===== src/design/line_port_params.svh =====
// Purpose: constants for the line interface control port controller
// Assumes: 125 MHz mclk
// Notes: code points of the three control lines are a controller-side choice
`ifndef LINE_PORT_PARAMS_SVH
`define LINE_PORT_PARAMS_SVH

`define CLK_PERIOD_NS 8
// setup of data before select, select width, hold after select (ns)
`define SETUP_NS 40
`define SETUP_CYC ((`SETUP_NS + `CLK_PERIOD_NS - 1) / `CLK_PERIOD_NS)
`define STROBE_NS 80
`define STROBE_CYC ((`STROBE_NS + `CLK_PERIOD_NS - 1) / `CLK_PERIOD_NS)
`define HOLD_NS 40
`define HOLD_CYC ((`HOLD_NS + `CLK_PERIOD_NS - 1) / `CLK_PERIOD_NS)
`define CNT_W 4

`define NUM_DEV 4
`define DEV_W 2
`define CTL_W 3

// control line code points
`define CODE_PDOWN 3'h0
`define CODE_STBY 3'h1
`define CODE_CONV_25 3'h2
`define CODE_CONV_40 3'h3
`define CODE_CONV_60 3'h4
`define CODE_RING 3'h5
`define CODE_BOOST 3'h6
`define CODE_TEST 3'h7

`endif


===== src/design/line_port_pkg.sv =====
// Purpose: types for the line interface control port controller
// Assumes: constants in line_port_params.svh
// Notes: none
`default_nettype none
package line_port_pkg;

   typedef enum logic [1:0] {
      mode_pdown = 2'h0,
      mode_stby = 2'h1,
      mode_conv = 2'h2,
      mode_ring = 2'h3
   } line_mode_t;

   typedef enum logic [1:0] {
      lim_25 = 2'h0,
      lim_40 = 2'h1,
      lim_60 = 2'h2
   } feed_limit_t;

   typedef struct packed {
      logic [1:0] dev;
      line_mode_t mode;
      feed_limit_t limit;
      logic boost;
      logic test;
   } line_cmd_t;

   typedef struct packed {
      logic hook_off;
      logic gnd_key;
   } line_status_t;

   typedef enum logic [3:0] {
      st_idle = 4'h1,
      st_setup = 4'h2,
      st_strobe = 4'h4,
      st_hold = 4'h8
   } wr_state_t;

endpackage : line_port_pkg
`default_nettype wire


===== src/design/line_port_ctrl.sv =====
// Purpose: controller driving the latched control port of line interfaces
// Assumes: several devices share ctl lines, each has its own select
// Notes: select is active low; device latches while selected
//
// What the line interface device does and expects
// RULE_01: three control lines out, two status in
// RULE_02: control code picks exactly one mode
// RULE_03: device latches, bus may move on
// RULE_04: assert only the addressed device's select
// RULE_05: also works point to point
// RULE_06: conversation: hook and ground key status
// RULE_07: feed limit 25, 40 or 60 mA
// RULE_08: test: status shows current at limit
// RULE_09: controller sweeps limits to classify loop; this block leaves the sweep to the user
// RULE_10: ground key filtered about 100 ms
// RULE_11: hook status follows with little delay
// RULE_12: boost battery selectable for long loops
// RULE_13: stand-by reports off-hook on hook line
// RULE_14: device captures only while selected
// RULE_15: device powers up in power down
`timescale 1ns/100ps
`default_nettype none
`include "line_port_params.svh"
module line_port_ctrl (
   input wire logic mclk,
   input wire logic rst_b,
   input wire line_port_pkg::line_cmd_t cmd,
   input wire logic cmd_valid,
   output logic cmd_ready,
   input wire logic hook_pin,
   input wire logic gnd_pin,
   output logic [`CTL_W-1:0] ctl_out,
   output logic [`NUM_DEV-1:0] sel_b,
   output line_port_pkg::line_status_t status,
   output logic [1:0] status_dev
);
   // ------------------------------------------------------------
   // status input synchronisers
   // ------------------------------------------------------------
   logic hook_s;
   logic gnd_s;

   line_stat_sync u_hook_sync (
      .mclk(mclk),
      .rst_b(rst_b),
      .pin(hook_pin),
      .sync(hook_s)
   );

   line_stat_sync u_gnd_sync (
      .mclk(mclk),
      .rst_b(rst_b),
      .pin(gnd_pin),
      .sync(gnd_s)
   );

   // ------------------------------------------------------------
   // command encoder
   // ------------------------------------------------------------
   logic [`CTL_W-1:0] code;

   always_comb begin
      code = `CODE_PDOWN;
      if (cmd.test) begin
         code = `CODE_TEST; // [RULE_08]
      end else if (cmd.boost) begin
         code = `CODE_BOOST; // [RULE_12]
      end else begin
         case (cmd.mode) // [RULE_02]
            line_port_pkg::mode_pdown: code = `CODE_PDOWN;
            line_port_pkg::mode_stby: code = `CODE_STBY;
            line_port_pkg::mode_ring: code = `CODE_RING;
            line_port_pkg::mode_conv: begin
               case (cmd.limit) // [RULE_07]
                  line_port_pkg::lim_40: code = `CODE_CONV_40;
                  line_port_pkg::lim_60: code = `CODE_CONV_60;
                  default: code = `CODE_CONV_25;
               endcase
            end
            default: code = `CODE_PDOWN;
         endcase
      end
   end

   // ------------------------------------------------------------
   // write sequencer
   // ------------------------------------------------------------
   line_port_pkg::wr_state_t st_q;
   line_port_pkg::wr_state_t st_d;
   logic [`CNT_W-1:0] cnt_q;
   logic [`CNT_W-1:0] cnt_d;
   logic [`CTL_W-1:0] ctl_q;
   logic [`CTL_W-1:0] ctl_d;
   logic [`NUM_DEV-1:0] sel_q;
   logic [`NUM_DEV-1:0] sel_d;
   logic [1:0] dev_q;
   logic [1:0] dev_d;
   logic rdy_q;
   logic rdy_d;

   always_comb begin
      st_d = st_q;
      cnt_d = cnt_q;
      ctl_d = ctl_q;
      sel_d = sel_q;
      dev_d = dev_q;
      rdy_d = rdy_q;
      case (st_q)
         line_port_pkg::st_idle: begin
            if (cmd_valid && rdy_q) begin
               ctl_d = code; // [RULE_03]
               dev_d = cmd.dev;
               rdy_d = 1'b0;
               cnt_d = `CNT_W'(`SETUP_CYC - 1);
               st_d = line_port_pkg::st_setup;
            end
         end
         line_port_pkg::st_setup: begin
            if (cnt_q == '0) begin
               sel_d = ~(`NUM_DEV'(1) << dev_q); // [RULE_04] [RULE_14]
               cnt_d = `CNT_W'(`STROBE_CYC - 1);
               st_d = line_port_pkg::st_strobe;
            end else begin
               cnt_d = cnt_q - `CNT_W'(1);
            end
         end
         line_port_pkg::st_strobe: begin
            if (cnt_q == '0) begin
               sel_d = '1;
               cnt_d = `CNT_W'(`HOLD_CYC - 1);
               st_d = line_port_pkg::st_hold;
            end else begin
               cnt_d = cnt_q - `CNT_W'(1);
            end
         end
         line_port_pkg::st_hold: begin
            if (cnt_q == '0) begin
               rdy_d = 1'b1;
               st_d = line_port_pkg::st_idle;
            end else begin
               cnt_d = cnt_q - `CNT_W'(1);
            end
         end
         default: begin
            st_d = line_port_pkg::st_idle;
            sel_d = '1;
            rdy_d = 1'b1;
         end
      endcase
      if (!rst_b) begin
         st_d = line_port_pkg::st_idle;
         cnt_d = '0;
         ctl_d = `CODE_PDOWN; // [RULE_15]
         sel_d = '1;
         dev_d = '0;
         rdy_d = 1'b1;
      end
   end

   always_ff @(posedge mclk) begin
      st_q <= st_d;
      cnt_q <= cnt_d;
      ctl_q <= ctl_d;
      sel_q <= sel_d;
      dev_q <= dev_d;
      rdy_q <= rdy_d;
   end

   // ------------------------------------------------------------
   // status capture
   // ------------------------------------------------------------
   line_port_pkg::line_status_t stat_q;
   line_port_pkg::line_status_t stat_d;

   always_comb begin
      stat_d.hook_off = hook_s; // [RULE_06] [RULE_11] [RULE_13]
      stat_d.gnd_key = gnd_s; // [RULE_10]
      if (!rst_b) begin
         stat_d = '0;
      end
   end

   always_ff @(posedge mclk) begin
      stat_q <= stat_d;
   end

   assign ctl_out = ctl_q; // [RULE_01] [RULE_05]
   assign sel_b = sel_q;
   assign cmd_ready = rdy_q;
   assign status = stat_q;
   assign status_dev = dev_q;

   // ------------------------------------------------------------
   // checks
   // ------------------------------------------------------------
   // cycles the current select has been low, for the width checks
   logic [`CNT_W-1:0] low_cnt_q;
   logic [`CNT_W-1:0] low_cnt_d;

   always_comb begin
      low_cnt_d = '0;
      if (rst_b && sel_q != '1) begin
         low_cnt_d = low_cnt_q + `CNT_W'(1);
      end
   end

   always_ff @(posedge mclk) begin
      low_cnt_q <= low_cnt_d;
   end

   a_one_select: assert property (@(posedge mclk) disable iff (!rst_b) // [RULE_04]
      $countones(~sel_b) <= 1) else $error("more than one select active");
   a_sel_match: assert property (@(posedge mclk) disable iff (!rst_b) // [RULE_04]
      (sel_b != '1) |-> (sel_b == ~(`NUM_DEV'(1) << status_dev)))
      else $error("select not of addressed device");
   a_ctl_stable: assert property (@(posedge mclk) disable iff (!rst_b) // [RULE_03]
      (sel_b != '1) |-> $stable(ctl_out)) else $error("control moved while selected");
   a_strobe_len: assert property (@(posedge mclk) disable iff (!rst_b) // [RULE_14]
      $rose(&sel_b) |-> low_cnt_q == `CNT_W'(`STROBE_CYC)) else $error("select width wrong");
   a_strobe_max: assert property (@(posedge mclk) disable iff (!rst_b) // [RULE_14]
      !(&sel_b) |-> low_cnt_q < `CNT_W'(`STROBE_CYC)) else $error("select held too long");
   a_setup_time: assert property (@(posedge mclk) disable iff (!rst_b) // [RULE_14]
      $fell(cmd_ready) |-> (&sel_b) [*5] ##1 !(&sel_b))
      else $error("setup time wrong");
   a_ready_back: assert property (@(posedge mclk) disable iff (!rst_b) // [RULE_03]
      $rose(&sel_b) |-> ##5 cmd_ready) else $error("ready not back after hold");
   a_conv_code: assert property (@(posedge mclk) disable iff (!rst_b) // [RULE_07]
      (cmd_valid && cmd_ready && !cmd.test && !cmd.boost
       && cmd.mode == line_port_pkg::mode_conv && cmd.limit == line_port_pkg::lim_60)
      |=> ctl_out == `CODE_CONV_60) else $error("limit code wrong");
   a_test_code: assert property (@(posedge mclk) disable iff (!rst_b) // [RULE_08]
      (cmd_valid && cmd_ready && cmd.test) |=> ctl_out == `CODE_TEST)
      else $error("test code wrong");
   a_boost_code: assert property (@(posedge mclk) disable iff (!rst_b) // [RULE_12]
      (cmd_valid && cmd_ready && !cmd.test && cmd.boost) |=> ctl_out == `CODE_BOOST)
      else $error("boost code wrong");
   a_hook_lat: assert property (@(posedge mclk) disable iff (!rst_b) // [RULE_11]
      $rose(hook_pin) ##1 hook_pin [*2] |=> status.hook_off)
      else $error("hook status late");
   a_reset_pd: assert property (@(posedge mclk) // [RULE_15]
      !rst_b |=> ctl_out == `CODE_PDOWN && sel_b == '1 && status == '0)
      else $error("reset state wrong");

   c_write: cover property (@(posedge mclk) disable iff (!rst_b) $rose(cmd_ready));
   c_ring: cover property (@(posedge mclk) disable iff (!rst_b) ctl_out == `CODE_RING && !(&sel_b));
   c_test: cover property (@(posedge mclk) disable iff (!rst_b) ctl_out == `CODE_TEST && status.hook_off);
   c_gnd: cover property (@(posedge mclk) disable iff (!rst_b) status.gnd_key);
endmodule : line_port_ctrl
`default_nettype wire


===== src/design/line_stat_sync.sv =====
// Purpose: two-flop synchroniser for one status line
// Assumes: input is asynchronous to mclk
// Notes: first flop is read only by the second
`timescale 1ns/100ps
`default_nettype none
module line_stat_sync (
   input wire logic mclk,
   input wire logic rst_b,
   input wire logic pin,
   output logic sync
);
   logic meta_q;
   logic meta_d;
   logic sync_q;
   logic sync_d;

   always_comb begin
      meta_d = pin;
      sync_d = meta_q;
      if (!rst_b) begin
         meta_d = 1'b0;
         sync_d = 1'b0;
      end
   end

   always_ff @(posedge mclk) begin
      meta_q <= meta_d;
      sync_q <= sync_d;
   end

   assign sync = sync_q;
endmodule : line_stat_sync
`default_nettype wire


===== config.mk =====
export PLATFORM = sky130hd
export DESIGN_NAME = line_port_ctrl
export DESIGN_NICKNAME = d
export VERILOG_FILES = /design/src/design/line_port_pkg.sv /design/src/design/line_port_ctrl.sv /design/src/design/line_stat_sync.sv
export VERILOG_INCLUDE_DIRS = /design/src /design/src/design
export SDC_FILE = /design/constraint.sdc
export NUM_CORES = 1
export LEC_CHECK = 0
export BUFFER_PORTS_ARGS = -buffer_cell sky130_fd_sc_hd__buf_2
export CAP_MARGIN = 0
export CORE_MARGIN = 2
export CORE_UTILIZATION = 49
export CTS_CLUSTER_SIZE = 16
export DETAILED_ROUTE_END_ITERATION = 8
export PLACE_DENSITY = 0.72
export SLEW_MARGIN = 10
export SYNTH_ARGS = -nofsm -noshare
export SYNTH_HDL_FRONTEND = slang
export SYNTH_HIERARCHICAL = 1
export SYNTH_SLANG_ARGS = --single-unit

===== constraint.sdc =====
create_clock -name mclk -period 2.35 [get_ports mclk]
set_clock_uncertainty 0.05 [all_clocks]
set_input_delay 0 -clock mclk [delete_from_list [all_inputs] [get_ports mclk]]
set_output_delay 0 -clock mclk [all_outputs]
set_load 0.1 [all_outputs]

==> results.toml <==
[run_status]
status = "finished clean"

[critical_path]
reg2reg_slack_ns = 0.25
critPathArrivalTime_ns = 2.27
worst-path-buf-inv = 1
critPathKind = "reg -> reg"
critPathMaxFanout = 18
end_kind = "register"
r2r_cells = 4
crit_family = "simple AND/OR/NAND/NOR gates"
timing.rr.start = "st_q[3]"
timing.rr.end = "ctl_out[1]"
critPathMaxStageDelay_ns = 0.63
start_kind = "register"
crit_chain = "or4_4, nor3_1, a21oi_1, dlygate4sd3_1"
crit_required_ns = 2.52
crit_slowest_cell = "or4_4"
cp-startpoint = "st_q[3]"
endpoint = "ctl_out[1]"
crit_cells = 4

[drt]
wirelength_um = 2830
drtAntennaViolNets = 0
firstDrtPassIters = 4
wl_met2_um = 1450
routedWlPerCell_um = 13.4
wl_met1_um = 1280
vias = 1178
drc_errors = 0
drtIter0Drc = 26
top_layer_used = "met4"
drt-vias-per-instance = 5.58
wl_met3_um = 77

[timing]
fin_crit_ns = 2.10
max_slew_margin_pct = 61.9
setup_tns_ns = 0
hold_violations = 0
rsz0062_at_grt = "no"
fmax_ghz = 0.476
tightest_slew_ns = 0.570
finalCritPeriodShare_pct = 89.4
slew_viol_final = 0
setup_violations = 0

[synth]
syn-cell-area_mm2 = 0.00126
synth.most_common_cell = "dfxtp_1"
ys_warn_count = 6
ys_async_sr_fraction_pct = 0
synth_seq_cells = 24
synth.largest_area_cell = "dfxtp_1"
syn_nets = 162
yosys.area_share.simple_pct = 31.0
synth_fa_ha_area_share_pct = 1.98
synth-xor-area-share_pct = 1.38
yosys.cell_types.count = 41
muxShareOfSynthArea_pct = 1.58
ys_seq_area_share_pct = 38.0
synthCells = 147
yosys.area.top_type_share_pct = 38.0
synth.avg_cell_area_um2 = 8.61
synth_flop_cell = "dfxtp_1"
synth_edf_count = 0
ys_top_cells_by_count = "dfxtp_1 (24), nand2_1 (14), a21oi_1 (12)"
synth_compound_area_share_pct = 19.9
synth_top_family_by_area = "simple AND/OR/NAND/NOR gates"
synth_area_leaders = "dfxtp_1 (38%), a21oi_1 (4.7%), nor4b_2 (4.7%)"

[global_routing]
grt_max_degree = 24
grt_pass1_vias = 1073
grt_usage_pct = 21.1
antenna_found_initial = 0
grt_pass1_wl_um = 4540
grt.overflow.total = 0

[pwr]
leakagePower_uw = 0.000619
ir_drop_mv = 0.530
power_switching_uw = 336
pwr-share-clk_pct = 29.0
p_sw_share_pct = 32.5
p_per_area_mw_per_mm2 = 656
cell_internal_pwr_uw = 699
comb_power_share_pct = 27.1
total_power_uw = 1040
power_frac_seq_pct = 43.9

[clock_network]
clock_path_buffers = 2
numCtsBuffers = 3
cts_tree = "done"
numClockSinks = 24
root_buffer = "clkbuf_4"
clk_pin_slew_worst_paths_ns = 0.14
htreeDepth = 1
cts_setup_buffers = 0
clk_latency_ns = 0.32

[floorplan]
die_w_um = 54.8
fp.dieH_um = 54.8
io_pins = 25
start_util_pct = 51.5
num_rows = 18
placeableCoreArea_mm2 = 0.00245
dieArea_mm2 = 0.00300

[placement]
io_buffers = 24
dp_hpwl_um = 1980
place_congestion = 0.762

[layout]
regArea_um2 = 484
area_delta_synth_final_pct = 24.8
fillCellCount = 208
multi_input_area_um2 = 709
num_antenna_cells = 0
drive_above_1_share_pct = 25.4
fin_nets = 197

[job]
cap_violations = 0

[min_path]
hold_path.class = "in -> reg"
## timing repair
item	CTS	global route
endpoints found under the hold margin	13	0
endpoints found under the setup margin	0	3
hold buffers	13	0
resized for setup	0	4
## flip-flops by register name, summed over array words and instances (netlist names)
| name | flops |
|---|---|
| cmd_ready | 1 |
| cnt_q | 4 |
| ctl_out | 3 |
| sel_b | 4 |
| st_q | 4 |
| status | 2 |
| status_dev | 2 |
| u_gnd_sync/meta_q | 1 |
| u_gnd_sync/sync | 1 |
| u_hook_sync/meta_q | 1 |
| u_hook_sync/sync | 1 |
## kinds of logic after synthesis
| group | Yosys count |
|---|---|
| compound gates | 38 |
| xor+xnor | 2 |
| fa+ha+maj | 2 |
| buf+inv | 15 |
| flops | 24 |
| mux | 2 |
| simple gates | 64 |
## power groups by stage
| stage | sequential [uW] | clock (uW) | combinational [uW] |
|---|---|---|---|
| after floorplan | 547 | 0 | 120 |
| after global placement | 461 | 0 | 251 |
| after detailed placement | 462 | 0 | 255 |
| after CTS | 453 | 307 | 278 |
| after global routing | 458 | 318 | 301 |
| final | 455 | 300 | 280 |
## worst min-delay path by stage
stage	from	to	slack (ns)	cells after the start
floorplan	gnd_pin	u_gnd_sync/meta_q	0.07	1
global placement	hook_pin	u_hook_sync/meta_q	0.15	2
detailed placement	hook_pin	u_hook_sync/meta_q	0.16	2
CTS	cmd[4]	ctl_out[0]	0.08	5
global route	cmd[4]	ctl_out[0]	0.10	5
finish	cmd[4]	ctl_out[0]	0.08	5
## area by class of cell
cell class,count,area share [%]
multi-input cells,108,44.9
repair buffers,41,17.7
flip-flops and latches,24,30.7
clock inverters,1,1.90
clock buffers,3,1.43
well taps,30,2.38
inverters,4,0.951
## worst reg2reg max path, stage by stage, from the launching register on
cell and delay, ns:
dfxtp_2 0.44, or4_4 0.63, nor3_1 0.24, a21oi_1 0.09, dlygate4sd3_1 0.56
## layout by cell type, fill, tap and decap left out, types with 6 or more instances in the layout
| master | netlist | final |
|---|---|---|
| nor3_1 | 6 | 6 |
| nand2_1 | 14 | 14 |
| dlygate4sd3_1 | 0 | 13 |
| o21ai_0 | 8 | 8 |
| buf_2 | 5 | 24 |
| dfxtp_1 | 24 | 21 |
| a21oi_1 | 12 | 12 |
| nor2_1 | 10 | 10 |
| and2_1 | 6 | 6 |
## metal layers
layer | track usage, % | vias to the layer above
li1 | - | 600
met5 | 0 | -
met2 | 35.7 | 25
met3 | 2.46 | 2
met1 | 25.9 | 551
met4 | 10.8 | 0
## metrics by stage
step	instances	worst slack [ns]	utilization (%)	cell area [um^2]	hold WS [ns]
3_3_place_gp	194	0.368	56.6	1390	0.154
3_5_place_dp	194	0.296	56.6	1390	0.159
6_report	211	0.249	64.3	1580	0.0785
4_1_cts	211	0.0228	64.0	1570	0.0790
2_1_floorplan	147	0.0833	-	1260	0.0717
5_1_grt	211	0.110	64.3	1580	0.100
(Power assumes the default switching activity.)
